--- src/rtcc_pkg.sv ---
`default_nettype none
package rtcc_pkg;
  // Register addresses
  localparam logic [7:0]  TIME_CTRL_ADDR   = 8'h17;
  localparam logic [7:0]  IRQ_SUMMARY_ADDR = 8'h18;
  localparam logic [7:0]  RTC_FLAGS_ADDR   = 8'h19;

  // Time control fields
  localparam int          CODING_BIT    = 15;
  localparam int          HOUR_MODE_BIT = 14;
  localparam int          CNT_HALT_BIT  = 11;
  localparam int          CNT_STS_BIT   = 10;
  localparam int          ALM_HALT_BIT  = 9;
  localparam int          ALM_STS_BIT   = 8;
  localparam int          PPS_LO        = 4;
  localparam int          PPS_HI        = 6;
  localparam int          SQW_LO        = 0;
  localparam int          SQW_HI        = 3;

  localparam logic        CODING_RST    = 1'b0;
  localparam logic        HOUR_MODE_RST = 1'b0;
  localparam logic        CNT_HALT_RST  = 1'b0;
  localparam logic        ALM_HALT_RST  = 1'b1;
  localparam logic [2:0]  PPS_RST       = 3'h2;
  localparam logic [3:0]  SQW_RST       = 4'h0;

  // Periodic pulse selector codes, 11x is off
  localparam logic [2:0]  PPS_OFF   = 3'h0;
  localparam logic [2:0]  PPS_SEC   = 3'h1;
  localparam logic [2:0]  PPS_MIN   = 3'h2;
  localparam logic [2:0]  PPS_HOUR  = 3'h3;
  localparam logic [2:0]  PPS_DAY   = 3'h4;
  localparam logic [2:0]  PPS_MONTH = 3'h5;
  localparam logic [3:0]  SQW_OFF   = 4'h0;

  // Summary register layout
  localparam int          OVERCURRENT_BIT  = 13;
  localparam int          UNDERVOLTAGE_BIT = 12;
  localparam int          SINK_BIT         = 9;
  localparam int          EXTERNAL_BIT     = 8;
  localparam int          CODEC_BIT        = 7;
  localparam int          GPIO_BIT         = 6;
  localparam int          COMPARATOR_BIT   = 5;
  localparam int          RTC_SUMMARY_BIT  = 4;
  localparam int          SYSTEM_BIT       = 3;
  localparam int          CHARGER_BIT      = 2;
  localparam int          USB_BIT          = 1;
  localparam int          WAKEUP_BIT       = 0;
  localparam logic [15:0] SUMMARY_MASK     = 16'h33ff;
  localparam logic [15:0] SUMMARY_RST      = 16'h0000;

  // Second-level RTC flags
  localparam int          PERIODIC_FLAG_BIT = 7;
  localparam int          SEC_FLAG_BIT      = 6;
  localparam int          ALARM_FLAG_BIT    = 5;
  localparam logic [2:0]  FLAGS_RST         = 3'h0;

  // Time base
  localparam int          BASE_HZ    = 32768;
  localparam int          CORE_HZ    = 40_000_000;
  localparam int          ACC_W      = 27;
  localparam int          PRESCALE_W = 15;
  localparam logic [3:0]  TRIM_MAX   = 4'h8;
  localparam logic [15:0] WORD_ZERO  = 16'h0000;

  typedef struct packed {
    logic [4:0] month;
    logic [5:0] date;
    logic [3:0] day;
    logic       pm;
    logic [4:0] hours_field;
    logic [6:0] minutes;
    logic [6:0] seconds;
  } rtcc_time_t;

  typedef struct packed {
    logic month;
    logic day;
    logic hour;
    logic minute;
  } rtcc_roll_t;

  typedef struct packed {
    logic        wr;
    logic        rd;
    logic [7:0]  addr;
    logic [15:0] wdata;
  } rtcc_regreq_t;
endpackage : rtcc_pkg
`default_nettype wire
--- src/rtcc_control.sv ---
// Functional notes
// - Coding bit selects binary (0) or BCD (1) for all time registers.
// - Hour-mode bit set gives 12-hour with PM top bit; clear forces it zero.
// - Writing one to counter-stop halts seconds counter; zero lets it run.
// - Counter status bit reads one while seconds counter is stopped.
// - Alarm-stop bit resets to one; one suppresses alarms, zero enables.
// - Alarm status bit resets to one and shows real alarm halt state.
// - Three-bit periodic selector, default minute: off, sec, min, hour, day, month.
// - Each periodic pulse lasts exactly one 32kHz time base cycle.
// - Periodic output held off while counter-stopped status is high.
// - Square-wave selector: 0 off, 1 gives 1Hz, doubling up to 16384Hz.
// - Trim may lengthen low time by at most eight 32kHz cycles at rollover.
// - Summary register holds one bit per source group at fixed positions.
// - Summary bits reset to zero and clear when the summary is read.
// - Periodic, seconds and alarm flags set on rising edge, clear on read.
// - Hours count 0-23 or 1-12; bit 5 is the PM flag in 12-hour mode.
// - An all-ones alarm field is a wildcard matching any value.
`timescale 1ns/100ps
`default_nettype none
module rtcc_control #(
  parameter int CORE_HZ_P = rtcc_pkg::CORE_HZ
) (
  // Clock and reset
  input  wire logic                  CORE_CLK_I,
  input  wire logic                  RSTN_I,
  // Register port behind the serial control interface
  input  wire rtcc_pkg::rtcc_regreq_t REG_REQ_I,
  output logic [15:0]                REG_RDATA_O,
  output logic                       REG_RVALID_O,
  // Time counter side
  input  wire rtcc_pkg::rtcc_time_t  CUR_TIME_I,
  input  wire rtcc_pkg::rtcc_time_t  ALARM_TIME_I,
  input  wire rtcc_pkg::rtcc_roll_t  ROLL_I,
  input  wire logic [3:0]            TRIM_I,
  output logic                       CODING_BCD_O,
  output logic                       HALF_DAY_HOUR_MODE_O,
  output logic                       SEC_TICK_O,
  // Event outputs and summary sources
  input  wire logic [15:0]           SRC_EVENT_I,
  output logic                       PERIODIC_PULSE_O,
  output logic                       SQUARE_WAVE_O,
  output logic                       ALARM_O
);
  import rtcc_pkg::*;

  // Control register state
  logic                  coding_q, coding_d, half_day_hour_mode_q, half_day_hour_mode_d;
  logic                  seconds_halted_q, seconds_halted_d, alarm_halt_cmd_q, alarm_halt_cmd_d;
  logic [2:0]            periodic_pulse_select_q, periodic_pulse_select_d;
  logic [3:0]            square_wave_select_q, square_wave_select_d;
  // Time base state
  logic [ACC_W-1:0]      acc_q, acc_d;
  logic                  tick_q, tick_d;
  logic [PRESCALE_W-1:0] presc_q, presc_d;
  logic [3:0]            trim_q, trim_d;
  logic                  sec_tick_q, sec_tick_d, sqw_q, sqw_d;
  // Event state
  logic                  pend_q, pend_d, pulse_q, pulse_d;
  logic                  match_q, match_d, alarm_q, alarm_d;
  logic [2:0]            flags_q, flags_d, flag_set;
  logic [15:0]           summary_q, summary_d, sum_set;
  logic [15:0]           rdata_q, rdata_d;
  logic                  rvalid_q, rvalid_d;
  // Combinational helpers
  logic                  ctrl_wr, ctrl_rd, sum_rd, flag_rd, event_sel, match_all;
  logic [5:0]            field_match;
  logic [5:0]            cur_hours, alm_hours;
  logic [3:0]            sqw_idx, trim_clamp;
  logic [ACC_W:0]        acc_sum;

  localparam logic [ACC_W:0] CORE_HZ_W = (ACC_W+1)'(CORE_HZ_P);
  localparam logic [ACC_W:0] BASE_HZ_W = (ACC_W+1)'(BASE_HZ);

  assign ctrl_wr = REG_REQ_I.wr && (REG_REQ_I.addr == TIME_CTRL_ADDR);
  assign ctrl_rd = REG_REQ_I.rd && (REG_REQ_I.addr == TIME_CTRL_ADDR);
  assign sum_rd  = REG_REQ_I.rd && (REG_REQ_I.addr == IRQ_SUMMARY_ADDR);
  assign flag_rd = REG_REQ_I.rd && (REG_REQ_I.addr == RTC_FLAGS_ADDR);

  // Control register
  always_comb begin
    coding_d                = coding_q;
    half_day_hour_mode_d    = half_day_hour_mode_q;
    seconds_halted_d        = seconds_halted_q;
    alarm_halt_cmd_d        = alarm_halt_cmd_q;
    periodic_pulse_select_d = periodic_pulse_select_q;
    square_wave_select_d    = square_wave_select_q;
    if (ctrl_wr) begin
      coding_d                = REG_REQ_I.wdata[CODING_BIT];
      half_day_hour_mode_d    = REG_REQ_I.wdata[HOUR_MODE_BIT];
      seconds_halted_d        = REG_REQ_I.wdata[CNT_HALT_BIT];
      alarm_halt_cmd_d        = REG_REQ_I.wdata[ALM_HALT_BIT];
      periodic_pulse_select_d = REG_REQ_I.wdata[PPS_HI:PPS_LO];
      square_wave_select_d    = REG_REQ_I.wdata[SQW_HI:SQW_LO];
    end
  end

  always_ff @(posedge CORE_CLK_I or negedge RSTN_I) begin
    if (!RSTN_I) begin
      coding_q                <= CODING_RST;
      half_day_hour_mode_q    <= HOUR_MODE_RST;
      seconds_halted_q        <= CNT_HALT_RST;
      alarm_halt_cmd_q        <= ALM_HALT_RST;
      periodic_pulse_select_q <= PPS_RST;
      square_wave_select_q    <= SQW_RST;
    end else begin
      coding_q                <= coding_d;
      half_day_hour_mode_q    <= half_day_hour_mode_d;
      seconds_halted_q        <= seconds_halted_d;
      alarm_halt_cmd_q        <= alarm_halt_cmd_d;
      periodic_pulse_select_q <= periodic_pulse_select_d;
      square_wave_select_q    <= square_wave_select_d;
    end
  end

  // 32kHz enable by phase accumulation, exact on average since 40MHz is no multiple of it
  always_comb begin
    acc_sum    = {1'b0, acc_q} + BASE_HZ_W;
    trim_clamp = (TRIM_I > TRIM_MAX) ? TRIM_MAX : TRIM_I;
    tick_d     = (acc_sum >= CORE_HZ_W);
    acc_d      = tick_d ? ACC_W'(acc_sum - CORE_HZ_W) : acc_sum[ACC_W-1:0];
    presc_d    = presc_q;
    trim_d     = trim_q;
    sec_tick_d = 1'b0;
    if (tick_q && !seconds_halted_q) begin
      if (trim_q != 4'h0) begin
        // Prescaler parked at zero keeps the square wave low for the trim cycles
        trim_d = trim_q - 4'h1;
      end else begin
        presc_d = presc_q + 1'b1;
        if (presc_q == {PRESCALE_W{1'b1}}) begin
          sec_tick_d = 1'b1;
          trim_d     = trim_clamp;
        end
      end
    end
    sqw_idx = 4'(PRESCALE_W) - square_wave_select_q;
    sqw_d   = (square_wave_select_q != SQW_OFF) && presc_q[sqw_idx];
  end

  always_ff @(posedge CORE_CLK_I or negedge RSTN_I) begin
    if (!RSTN_I) begin
      acc_q      <= '0;
      tick_q     <= 1'b0;
      presc_q    <= '0;
      trim_q     <= 4'h0;
      sec_tick_q <= 1'b0;
      sqw_q      <= 1'b0;
    end else begin
      acc_q      <= acc_d;
      tick_q     <= tick_d;
      presc_q    <= presc_d;
      trim_q     <= trim_d;
      sec_tick_q <= sec_tick_d;
      sqw_q      <= sqw_d;
    end
  end

  // Hours compare with PM bit only meaningful in 12-hour mode
  assign cur_hours = {CUR_TIME_I.pm & half_day_hour_mode_q, CUR_TIME_I.hours_field};
  // An all-ones hours field stays a wildcard in 24-hour mode, where the PM bit is masked off
  assign alm_hours = {(ALARM_TIME_I.pm & half_day_hour_mode_q) | (&ALARM_TIME_I.hours_field),
                      ALARM_TIME_I.hours_field};

  rtcc_field_match #(.W(7)) u_match_sec (
    .cur_i(CUR_TIME_I.seconds), .alarm_i(ALARM_TIME_I.seconds), .match_o(field_match[0]));
  rtcc_field_match #(.W(7)) u_match_min (
    .cur_i(CUR_TIME_I.minutes), .alarm_i(ALARM_TIME_I.minutes), .match_o(field_match[1]));
  rtcc_field_match #(.W(6)) u_match_hour (
    .cur_i(cur_hours), .alarm_i(alm_hours), .match_o(field_match[2]));
  rtcc_field_match #(.W(4)) u_match_day (
    .cur_i(CUR_TIME_I.day), .alarm_i(ALARM_TIME_I.day), .match_o(field_match[3]));
  rtcc_field_match #(.W(6)) u_match_date (
    .cur_i(CUR_TIME_I.date), .alarm_i(ALARM_TIME_I.date), .match_o(field_match[4]));
  rtcc_field_match #(.W(5)) u_match_month (
    .cur_i(CUR_TIME_I.month), .alarm_i(ALARM_TIME_I.month), .match_o(field_match[5]));

  assign match_all = &field_match;

  // Events, flags, summary and read port
  always_comb begin
    case (periodic_pulse_select_q)
      PPS_SEC:   event_sel = sec_tick_q;
      PPS_MIN:   event_sel = ROLL_I.minute;
      PPS_HOUR:  event_sel = ROLL_I.hour;
      PPS_DAY:   event_sel = ROLL_I.day;
      PPS_MONTH: event_sel = ROLL_I.month;
      default:   event_sel = 1'b0;
    endcase
    // Pending event waits for the next 32kHz edge so the pulse spans one full base cycle
    pend_d  = !seconds_halted_q && (event_sel || (pend_q && !tick_q));
    pulse_d = !seconds_halted_q && (tick_q ? pend_q : pulse_q);
    match_d = match_all;
    // Alarm only while the alarm circuitry runs; software halts it while reprogramming
    alarm_d = match_all && !match_q && !alarm_halt_cmd_q;
    flag_set[2] = pulse_d && !pulse_q;
    flag_set[1] = sec_tick_d && !sec_tick_q;
    flag_set[0] = alarm_d && !alarm_q;
    // Set wins over clear-on-read
    flags_d = (flag_rd ? 3'h0 : flags_q) | flag_set;
    sum_set = SRC_EVENT_I & SUMMARY_MASK;
    sum_set[RTC_SUMMARY_BIT] = |flag_set;
    summary_d = ((sum_rd ? WORD_ZERO : summary_q) | sum_set) & SUMMARY_MASK;
    rvalid_d = REG_REQ_I.rd;
    rdata_d  = rdata_q;
    if (REG_REQ_I.rd) begin
      rdata_d = WORD_ZERO;
      if (ctrl_rd) begin
        rdata_d[CODING_BIT]     = coding_q;
        rdata_d[HOUR_MODE_BIT]  = half_day_hour_mode_q;
        rdata_d[CNT_STS_BIT]    = seconds_halted_q;
        rdata_d[ALM_STS_BIT]    = alarm_halt_cmd_q;
        rdata_d[PPS_HI:PPS_LO]  = periodic_pulse_select_q;
        rdata_d[SQW_HI:SQW_LO]  = square_wave_select_q;
      end else if (sum_rd) begin
        rdata_d = summary_q;
      end else if (flag_rd) begin
        rdata_d[PERIODIC_FLAG_BIT:ALARM_FLAG_BIT] = flags_q;
      end
    end
  end

  always_ff @(posedge CORE_CLK_I or negedge RSTN_I) begin
    if (!RSTN_I) begin
      pend_q    <= 1'b0;
      pulse_q   <= 1'b0;
      match_q   <= 1'b0;
      alarm_q   <= 1'b0;
      flags_q   <= FLAGS_RST;
      summary_q <= SUMMARY_RST;
      rdata_q   <= WORD_ZERO;
      rvalid_q  <= 1'b0;
    end else begin
      pend_q    <= pend_d;
      pulse_q   <= pulse_d;
      match_q   <= match_d;
      alarm_q   <= alarm_d;
      flags_q   <= flags_d;
      summary_q <= summary_d;
      rdata_q   <= rdata_d;
      rvalid_q  <= rvalid_d;
    end
  end

  assign REG_RDATA_O          = rdata_q;
  assign REG_RVALID_O         = rvalid_q;
  assign CODING_BCD_O         = coding_q;
  assign HALF_DAY_HOUR_MODE_O = half_day_hour_mode_q;
  assign SEC_TICK_O           = sec_tick_q;
  assign PERIODIC_PULSE_O     = pulse_q;
  assign SQUARE_WAVE_O        = sqw_q;
  assign ALARM_O              = alarm_q;
endmodule : rtcc_control
`default_nettype wire

--- src/rtcc_field_match.sv ---
`timescale 1ns/100ps
`default_nettype none
module rtcc_field_match #(
  parameter int W = 7
) (
  input  wire logic [W-1:0] cur_i,
  input  wire logic [W-1:0] alarm_i,
  output logic              match_o
);
  // An all-ones alarm value matches any time value
  assign match_o = (alarm_i == {W{1'b1}}) || (alarm_i == cur_i);
endmodule : rtcc_field_match
`default_nettype wire

--- config.mk ---
export PLATFORM = sky130hd
export DESIGN_NAME = rtcc_control
export DESIGN_NICKNAME = d
export VERILOG_FILES = /design/src/rtcc_pkg.sv /design/src/rtcc_control.sv /design/src/rtcc_field_match.sv
export SDC_FILE = /design/constraint.sdc
export NUM_CORES = 1
export LEC_CHECK = 0
export BUFFER_PORTS_ARGS = -buffer_cell sky130_fd_sc_hd__buf_4
export CORE_MARGIN = 5
export CORE_UTILIZATION = 40
export CTS_CLUSTER_SIZE = 12
export DETAILED_ROUTE_END_ITERATION = 12
export RECOVER_POWER = 50
export SLEW_MARGIN = 20
export SYNTH_ARGS = -nofsm -noshare
export SYNTH_HDL_FRONTEND = slang
export SYNTH_SLANG_ARGS = --single-unit
--- constraint.sdc ---
create_clock -name CORE_CLK_I -period 3.3 [get_ports CORE_CLK_I]
set_input_delay 0.33 -clock CORE_CLK_I [delete_from_list [all_inputs] [get_ports CORE_CLK_I]]
set_output_delay 0.33 -clock CORE_CLK_I [all_outputs]
set_load 0.005 [all_outputs]
-- Word-level counts from Yosys, hierarchy flattened
Index checks and enable logic that the tools add are counted.
W data, S select, Z words.
- output and inout port bits: 23
- input bits: 122
- bits in registers: 96
- mux-type cells: 24
- add/subtract/negate cells: 5
- reduce and logical (&&, ||, !) cells: 36
- eq/ne operators: 21
- magnitude comparators: 3
- bitwise logic cells: 6
- operators by type and width (kind ; number):
    $add A27 B16 Y28 const B ; 1
    $ge A28 B26 Y1 const B ; 1
    $mux W27 ; 1
    $sub A27 B26 Y27 const B ; 1
    $eq A8 B5 Y1 const B ; 3
    $add A15 B1 Y15 const B ; 1
    $eq A15 B15 Y1 const B ; 1
    $eq A7 B7 Y1 ; 2
    $eq A7 B7 Y1 const B ; 2
    $logic_and A1 B1 Y1 ; 14
    $mux W14 ; 1
    $or A14 B14 Y14 ; 1
    $eq A6 B6 Y1 ; 2
    $eq A6 B6 Y1 const B ; 2
    $mux W3 ; 4
    $mux W4 ; 3
    $mux W1 ; 9
    $reduce_bool A4 Y1 ; 2
    $logic_not A1 Y1 ; 7
    $logic_or A1 B1 Y1 ; 7
    $mux W7 ; 1
    $eq A3 B2 Y1 const B ; 2
    $eq A3 B3 Y1 const B ; 2
    $mux W6 ; 1
    22 further kinds ; 24

-- Longest topological paths before layout
- depth in word-level cells: 10
- mapped depth: 9
- gate-level depth less buffers: 9

-- Hierarchy
A second synthesis with hierarchy kept.
- cell total of the unflattened synthesis: 454
- area total of the unflattened synthesis: 4770.8 um2
- modules (own cells, without submodules) (module ; area an instance (um2) ; times used ; cells an instance ; sequential area each (um2)):
    rtcc_control ; 4294.1 ; 1 ; 393 ; 2154.6
    rtcc_field_match (u_match_min ...) ; 90.1 ; 2 ; 12 ; 0.0
    rtcc_field_match (u_match_date ...) ; 85.1 ; 2 ; 11 ; 0.0
    rtcc_field_match (u_match_month) ; 68.8 ; 1 ; 9 ; 0.0
    rtcc_field_match (u_match_day) ; 57.6 ; 1 ; 6 ; 0.0

-- Least setup slack after synthesis
No wires, ideal clock.
- kind: register to register
- start: reg acc_q[16]
- end: reg acc_q[25]
- setup slack: 0.649 ns
- path buffers: 0
- clock period less this slack: 2.651 ns
- arrival: 2.527 ns
- data required time: 3.176 ns
- stages on the path, launching flop included: 8
- library setup time: 0.124 ns
- cell sequence: dfrtp_1 ha_1 xnor2_1 or4_1 or4_1 o21ai_0 a21oi_1 o31a_1
- longest elaborated chain between the ends: 3
- elaborated cells on any way between the ends: 4
- classes of those cells: add/sub: 2; order compare: 1; mux: 1
- ends and longest elaborated chain (what ; RTL line ; source):
    from (decl) ; rtcc_control.sv:52 ; logic [ACC_W-1:0] acc_q, acc_d;
    from (signal assigned) ; rtcc_control.sv:142 ; acc_q <= '0;
    from (signal assigned) ; rtcc_control.sv:149 ; acc_q <= acc_d;
    $add A27 B16 Y28 * ; rtcc_control.sv:117 ; acc_sum = {1'b0, acc_q} + BASE_HZ_W;
    $sub A27 B26 Y27 / $ge A28 B26 Y1 (equally long branches) ; rtcc_control.sv:120, rtcc_control.sv:119 ;
    $mux W27 * ; rtcc_control.sv:120 ; acc_d = tick_d ? ACC_W'(acc_sum - CORE_HZ_W) : acc_sum[ACC_W-1:0];
    named net acc_d[25] ; rtcc_control.sv:52 ;
Mark *: on every way through the listed nets, which the timed path passes. The rest lies on a longest branch.
A chain may end at the register's enable or synchronous reset.

-- Worst setup path after layout
- start: reg acc_q[16]
- end: reg acc_q[19]
The elaborated chain is that of the path after synthesis.

==> results <==
- Counting flops with an async set or reset pin after synthesis yields a share of 100%.
- The post-synthesis instance area is 4650 um2.
- The count of TritonRoute iterations in the first routing pass is 4.
- The final number of hold-violating endpoints is 0.
- The horizontal die dimension is 118 um.
- The initial antenna violation count is 0.
- The full die area is 13,900 um2.
- The worst hold path class is in2reg.
- Global routing used 17.0% of the available tracks.
- Subtracting the final worst setup slack from the clock period gives 3.07 ns.
- The final reports fail on capacitance limit, slew limit.
- The routed layout has 3,835 vias.
- Buffers inserted to repair hold after CTS numbered 0.
- The synthesized instance count is 443.
- The quantity of gates resized following cts is 0.
- The number of buffers added on ports is 133.
- The summed negative setup slack over all endpoints is 0 ns.
- For this run, the post-layout net count is 710.
- The count of nets left with antenna violations once routing finished came out at 0.
- The layout has 1,069 filler cells.
- The design draws 0.00246 W.
- By startpoint and endpoint, the worst setup path is classified as reg2reg.
- No sink is reached through more buffers than the 2 on the longest clock path.
- Setup violations remaining at the end of the flow were counted as 0.
- After global routing the overflow that remains totals 0.
- The total routed wirelength is 11.8 mm.
- In the synthesized netlist the dominant register cell turns out to be dfrtp_1.
- The number of warnings issued by yosys is 0.
- The net count after synthesis is 571.
- The initial core utilization is 40.7%.
- The number of synthesized register bits is 86.
- The reported leakage power is 2.79 nW.
- After detailed routing, the number of vias per cell comes to 5.25.
- The data arrival time of the critical path is 3.32 ns.
- The startpoint class of the critical path is a flop.
- The count of boundary I/O pins is 145.
- After detailed routing, the average wire length per cell comes to 16.2 um.
- In this run, distinct cell masters in the synthesized netlist total 58.
- The run finished, with violations left.
- The repair_antennas step left the layout with diodes totalling 0.
- The launching point of the worst reg2reg path is acc_q[16]$_DFF_PN0_.
- The area taken by multi-input logic gates is 2380 um2.
- The peak per-stage delay on the critical path is 0.55 ns.
- The placeable core area is 11,400 um2.
- The total DRC errors in the routed layout is 0.
- The mean instance size in the synthesized netlist is 10.5 um2.
- The largest clock skew in the final design is 0.00520 ns.
- Counting the buffers created by CTS gives 9.
- The number of pins with negative max-slew slack in the final report is 87.
- From bottom edge to top edge, the die measures 118 um.
- Traced cell by cell, the critical path runs through ha_1 -> xnor2_1 -> or4_1 -> or4_1 -> o221a_1 -> nor3b_1 -> xnor2_1.
- The worst setup path is captured at a flop.
- The ratio of cells with drive above 1 in the final layout is 30.5%.
- The leading cell type in the layout, fill and taps excluded is buf_4.
- For the pin with the worst max-slew slack, the measured transition is 2.13 ns.
- The first routing iteration left 153 violations.
- The root buffer selected by CTS is clkbuf_16.
- The number of global-route vias before repair is 3,874.
- The count of flip-flops with a built-in enable after synthesis is 0.
- The H-tree generated during clock tree synthesis spans 3 levels.
- In the layout the commonest cells are buf_4 (128), dfrtp_1 (84), xnor2_1 (50), xor2_1 (25).
- Across the whole layout, storage elements account for 2150 um2.
- Of all nets on the critical path, the largest fanout is 13.
- For this run, the register share of the synthesized area comes to 46.3%.
- Across the run, the number of max-cap violations was 1.
- The fraction of the cycle the final worst path needs is 92.9%.
- The critical path starts at acc_q[16]$_DFF_PN0_.
- Setup repair after global routing left no endpoint under its margin.
- The clock latency on the worst-skew pair is 0.33 ns.
- The wire length of the first global-routing pass is 19.5 mm.
- The setup fix buffers added after clock tree synthesis is 0.
- The sink count of the clock tree is 86.
- The highest achievable clock rate is 0.326 GHz.
- The HPWL after detailed placement is 9.23 mm.
- The ratio of total power to cell area is 399 nW/um2.
- The worst path required time is 3.55 ns.
- The routability-driven placement congestion ratio is 0.813.
- The cell with the largest stage delay on the worst path is or4_1.
- IR analysis of the VDD net gives a maximum drop of 0.273 mV.
- Clock-pin slew was measured on the worst setup and hold paths at 0.06 ns.
- The synthesis-to-layout area growth is 32.5%.
- The critical hold path startpoint is SRC_EVENT_I[9].
- The CTS tree is done.
- In this run the tightest slew margin relative to its limit is -42.0%.
- The number of rows in the core area is 39.
- Entering global routing, the biggest net connects 87 pins.
-- stage by stage --
stage | area, um2 | hold slack [ns] | setup slack (ns) | utilization, % | std cells
after floorplan | 4650 | 0.0344 | 0.649 | - | 443
after global placement | 5820 | 0.460 | 0.272 | 51.0 | 714
after detailed placement | 5820 | 0.467 | 0.243 | 51.0 | 714
after CTS | 6170 | 0.166 | 0.225 | 54.0 | 730
after global routing | 6160 | 0.168 | 0.0107 | 54.0 | 730
final | 6160 | 0.175 | 0.233 | 54.0 | 730
-- power breakdown --
group	switching, W	internal [W]	leakage [nW]
combinational	0.0000827	0.000127	1.52
clock	0.000403	0.000762	0.166
sequential	0.0000142	0.00107	1.09
total	0.000500	0.00196	2.79
-- Yosys cell counts, types with 7 or more instances --
cell type	n	area (um2)
xor2_1	25	219
mux2_2	14	158
a22o_1	7	61.3
dfrtp_1	84	2100
and3_1	8	50.1
inv_1	16	60.1
xnor2_1	50	438
a21oi_1	12	60.1
nor2_1	24	90.1
nor3_1	10	50.1
nand3_1	18	90.1
a21o_1	14	105
nand4_1	13	81.3
nand2_1	24	90.1
a221o_1	8	80.1
nor2b_1	9	56.3
o21ai_0	18	90.1
-- flip-flops by register name, summed over array words and instances, names as in the netlist --
signal / cells
alarm_halt_cmd_q: 1
flags_q: 3
tick_q: 1
match_q: 1
pend_q: 1
HALF_DAY_HOUR_MODE_O: 1
square_wave_select_q: 4
REG_RVALID_O: 1
presc_q: 15
SQUARE_WAVE_O: 1
SEC_TICK_O: 1
acc_q: 18
trim_q: 4
REG_RDATA_O: 15
PERIODIC_PULSE_O: 1
ALARM_O: 1
periodic_pulse_select_q: 3
summary_q: 12
seconds_halted_q: 1
CODING_BCD_O: 1
-- cell type report --
type	instances	area share, %
clock inverter	5	1.73
sequential	86	35.0
clock buffer	11	3.94
inverter	16	0.975
tap	143	2.90
multi-input combinational	330	38.6
timing repair buffer	139	16.8
-- cells by family (layout without fill, tap and decap cells) --
family / count (synthesis) / after routing / synth area share, %
xor gates and xnor gates: 75 / 75 / 14.1
other: 1 / 1 / 0.0806
adders and majority gates: 6 / 6 / 1.61
DFF: 86 / 86 / 46.3
and+or+nand+nor: 139 / 139 / 16.3
AOI/OAI and AO/OA: 89 / 89 / 13.6
muxes: 20 / 20 / 5.49
buffers and inverters: 27 / 171 / 2.48
-- worst max-delay path, delay by kind of cell, from the launching register on --
kind / cells / cell delay [ns]
and+or+nand+nor: 3 / 1.45
AOI/OAI and AO/OA: 1 / 0.44
adders and majority gates: 1 / 0.29
DFF: 1 / 0.44
xor gates and xnor gates: 2 / 0.36
-- worst paths after layout --
check,to,slack (ns),depth (start not counted)
worst max register to register,acc_q[19]$_DFF_PN0_,0.23,7
worst min register to register,summary_q[13]$_DFF_PN0_,0.48,1
worst min-delay path,summary_q[9]$_DFF_PN0_,0.17,2
max in group asynchronous,summary_q[6]$_DFF_PN0_,1.44,1
worst max-delay path,acc_q[19]$_DFF_PN0_,0.23,7
min in group asynchronous,SQUARE_WAVE_O$_DFF_PN0_,0.60,1
-- routing by layer --
metal	wire length, um	share of wire, %	vias to the layer above	track usage [%]
met5	0	0	-	0
met4	187	1.6	0	5.88
met3	370	3.1	13	2.88
met2	5910	50	72	28.8
met1	5330	45	1873	22.1
li1	-	-	1877	-
(Power assumes the default switching activity.)
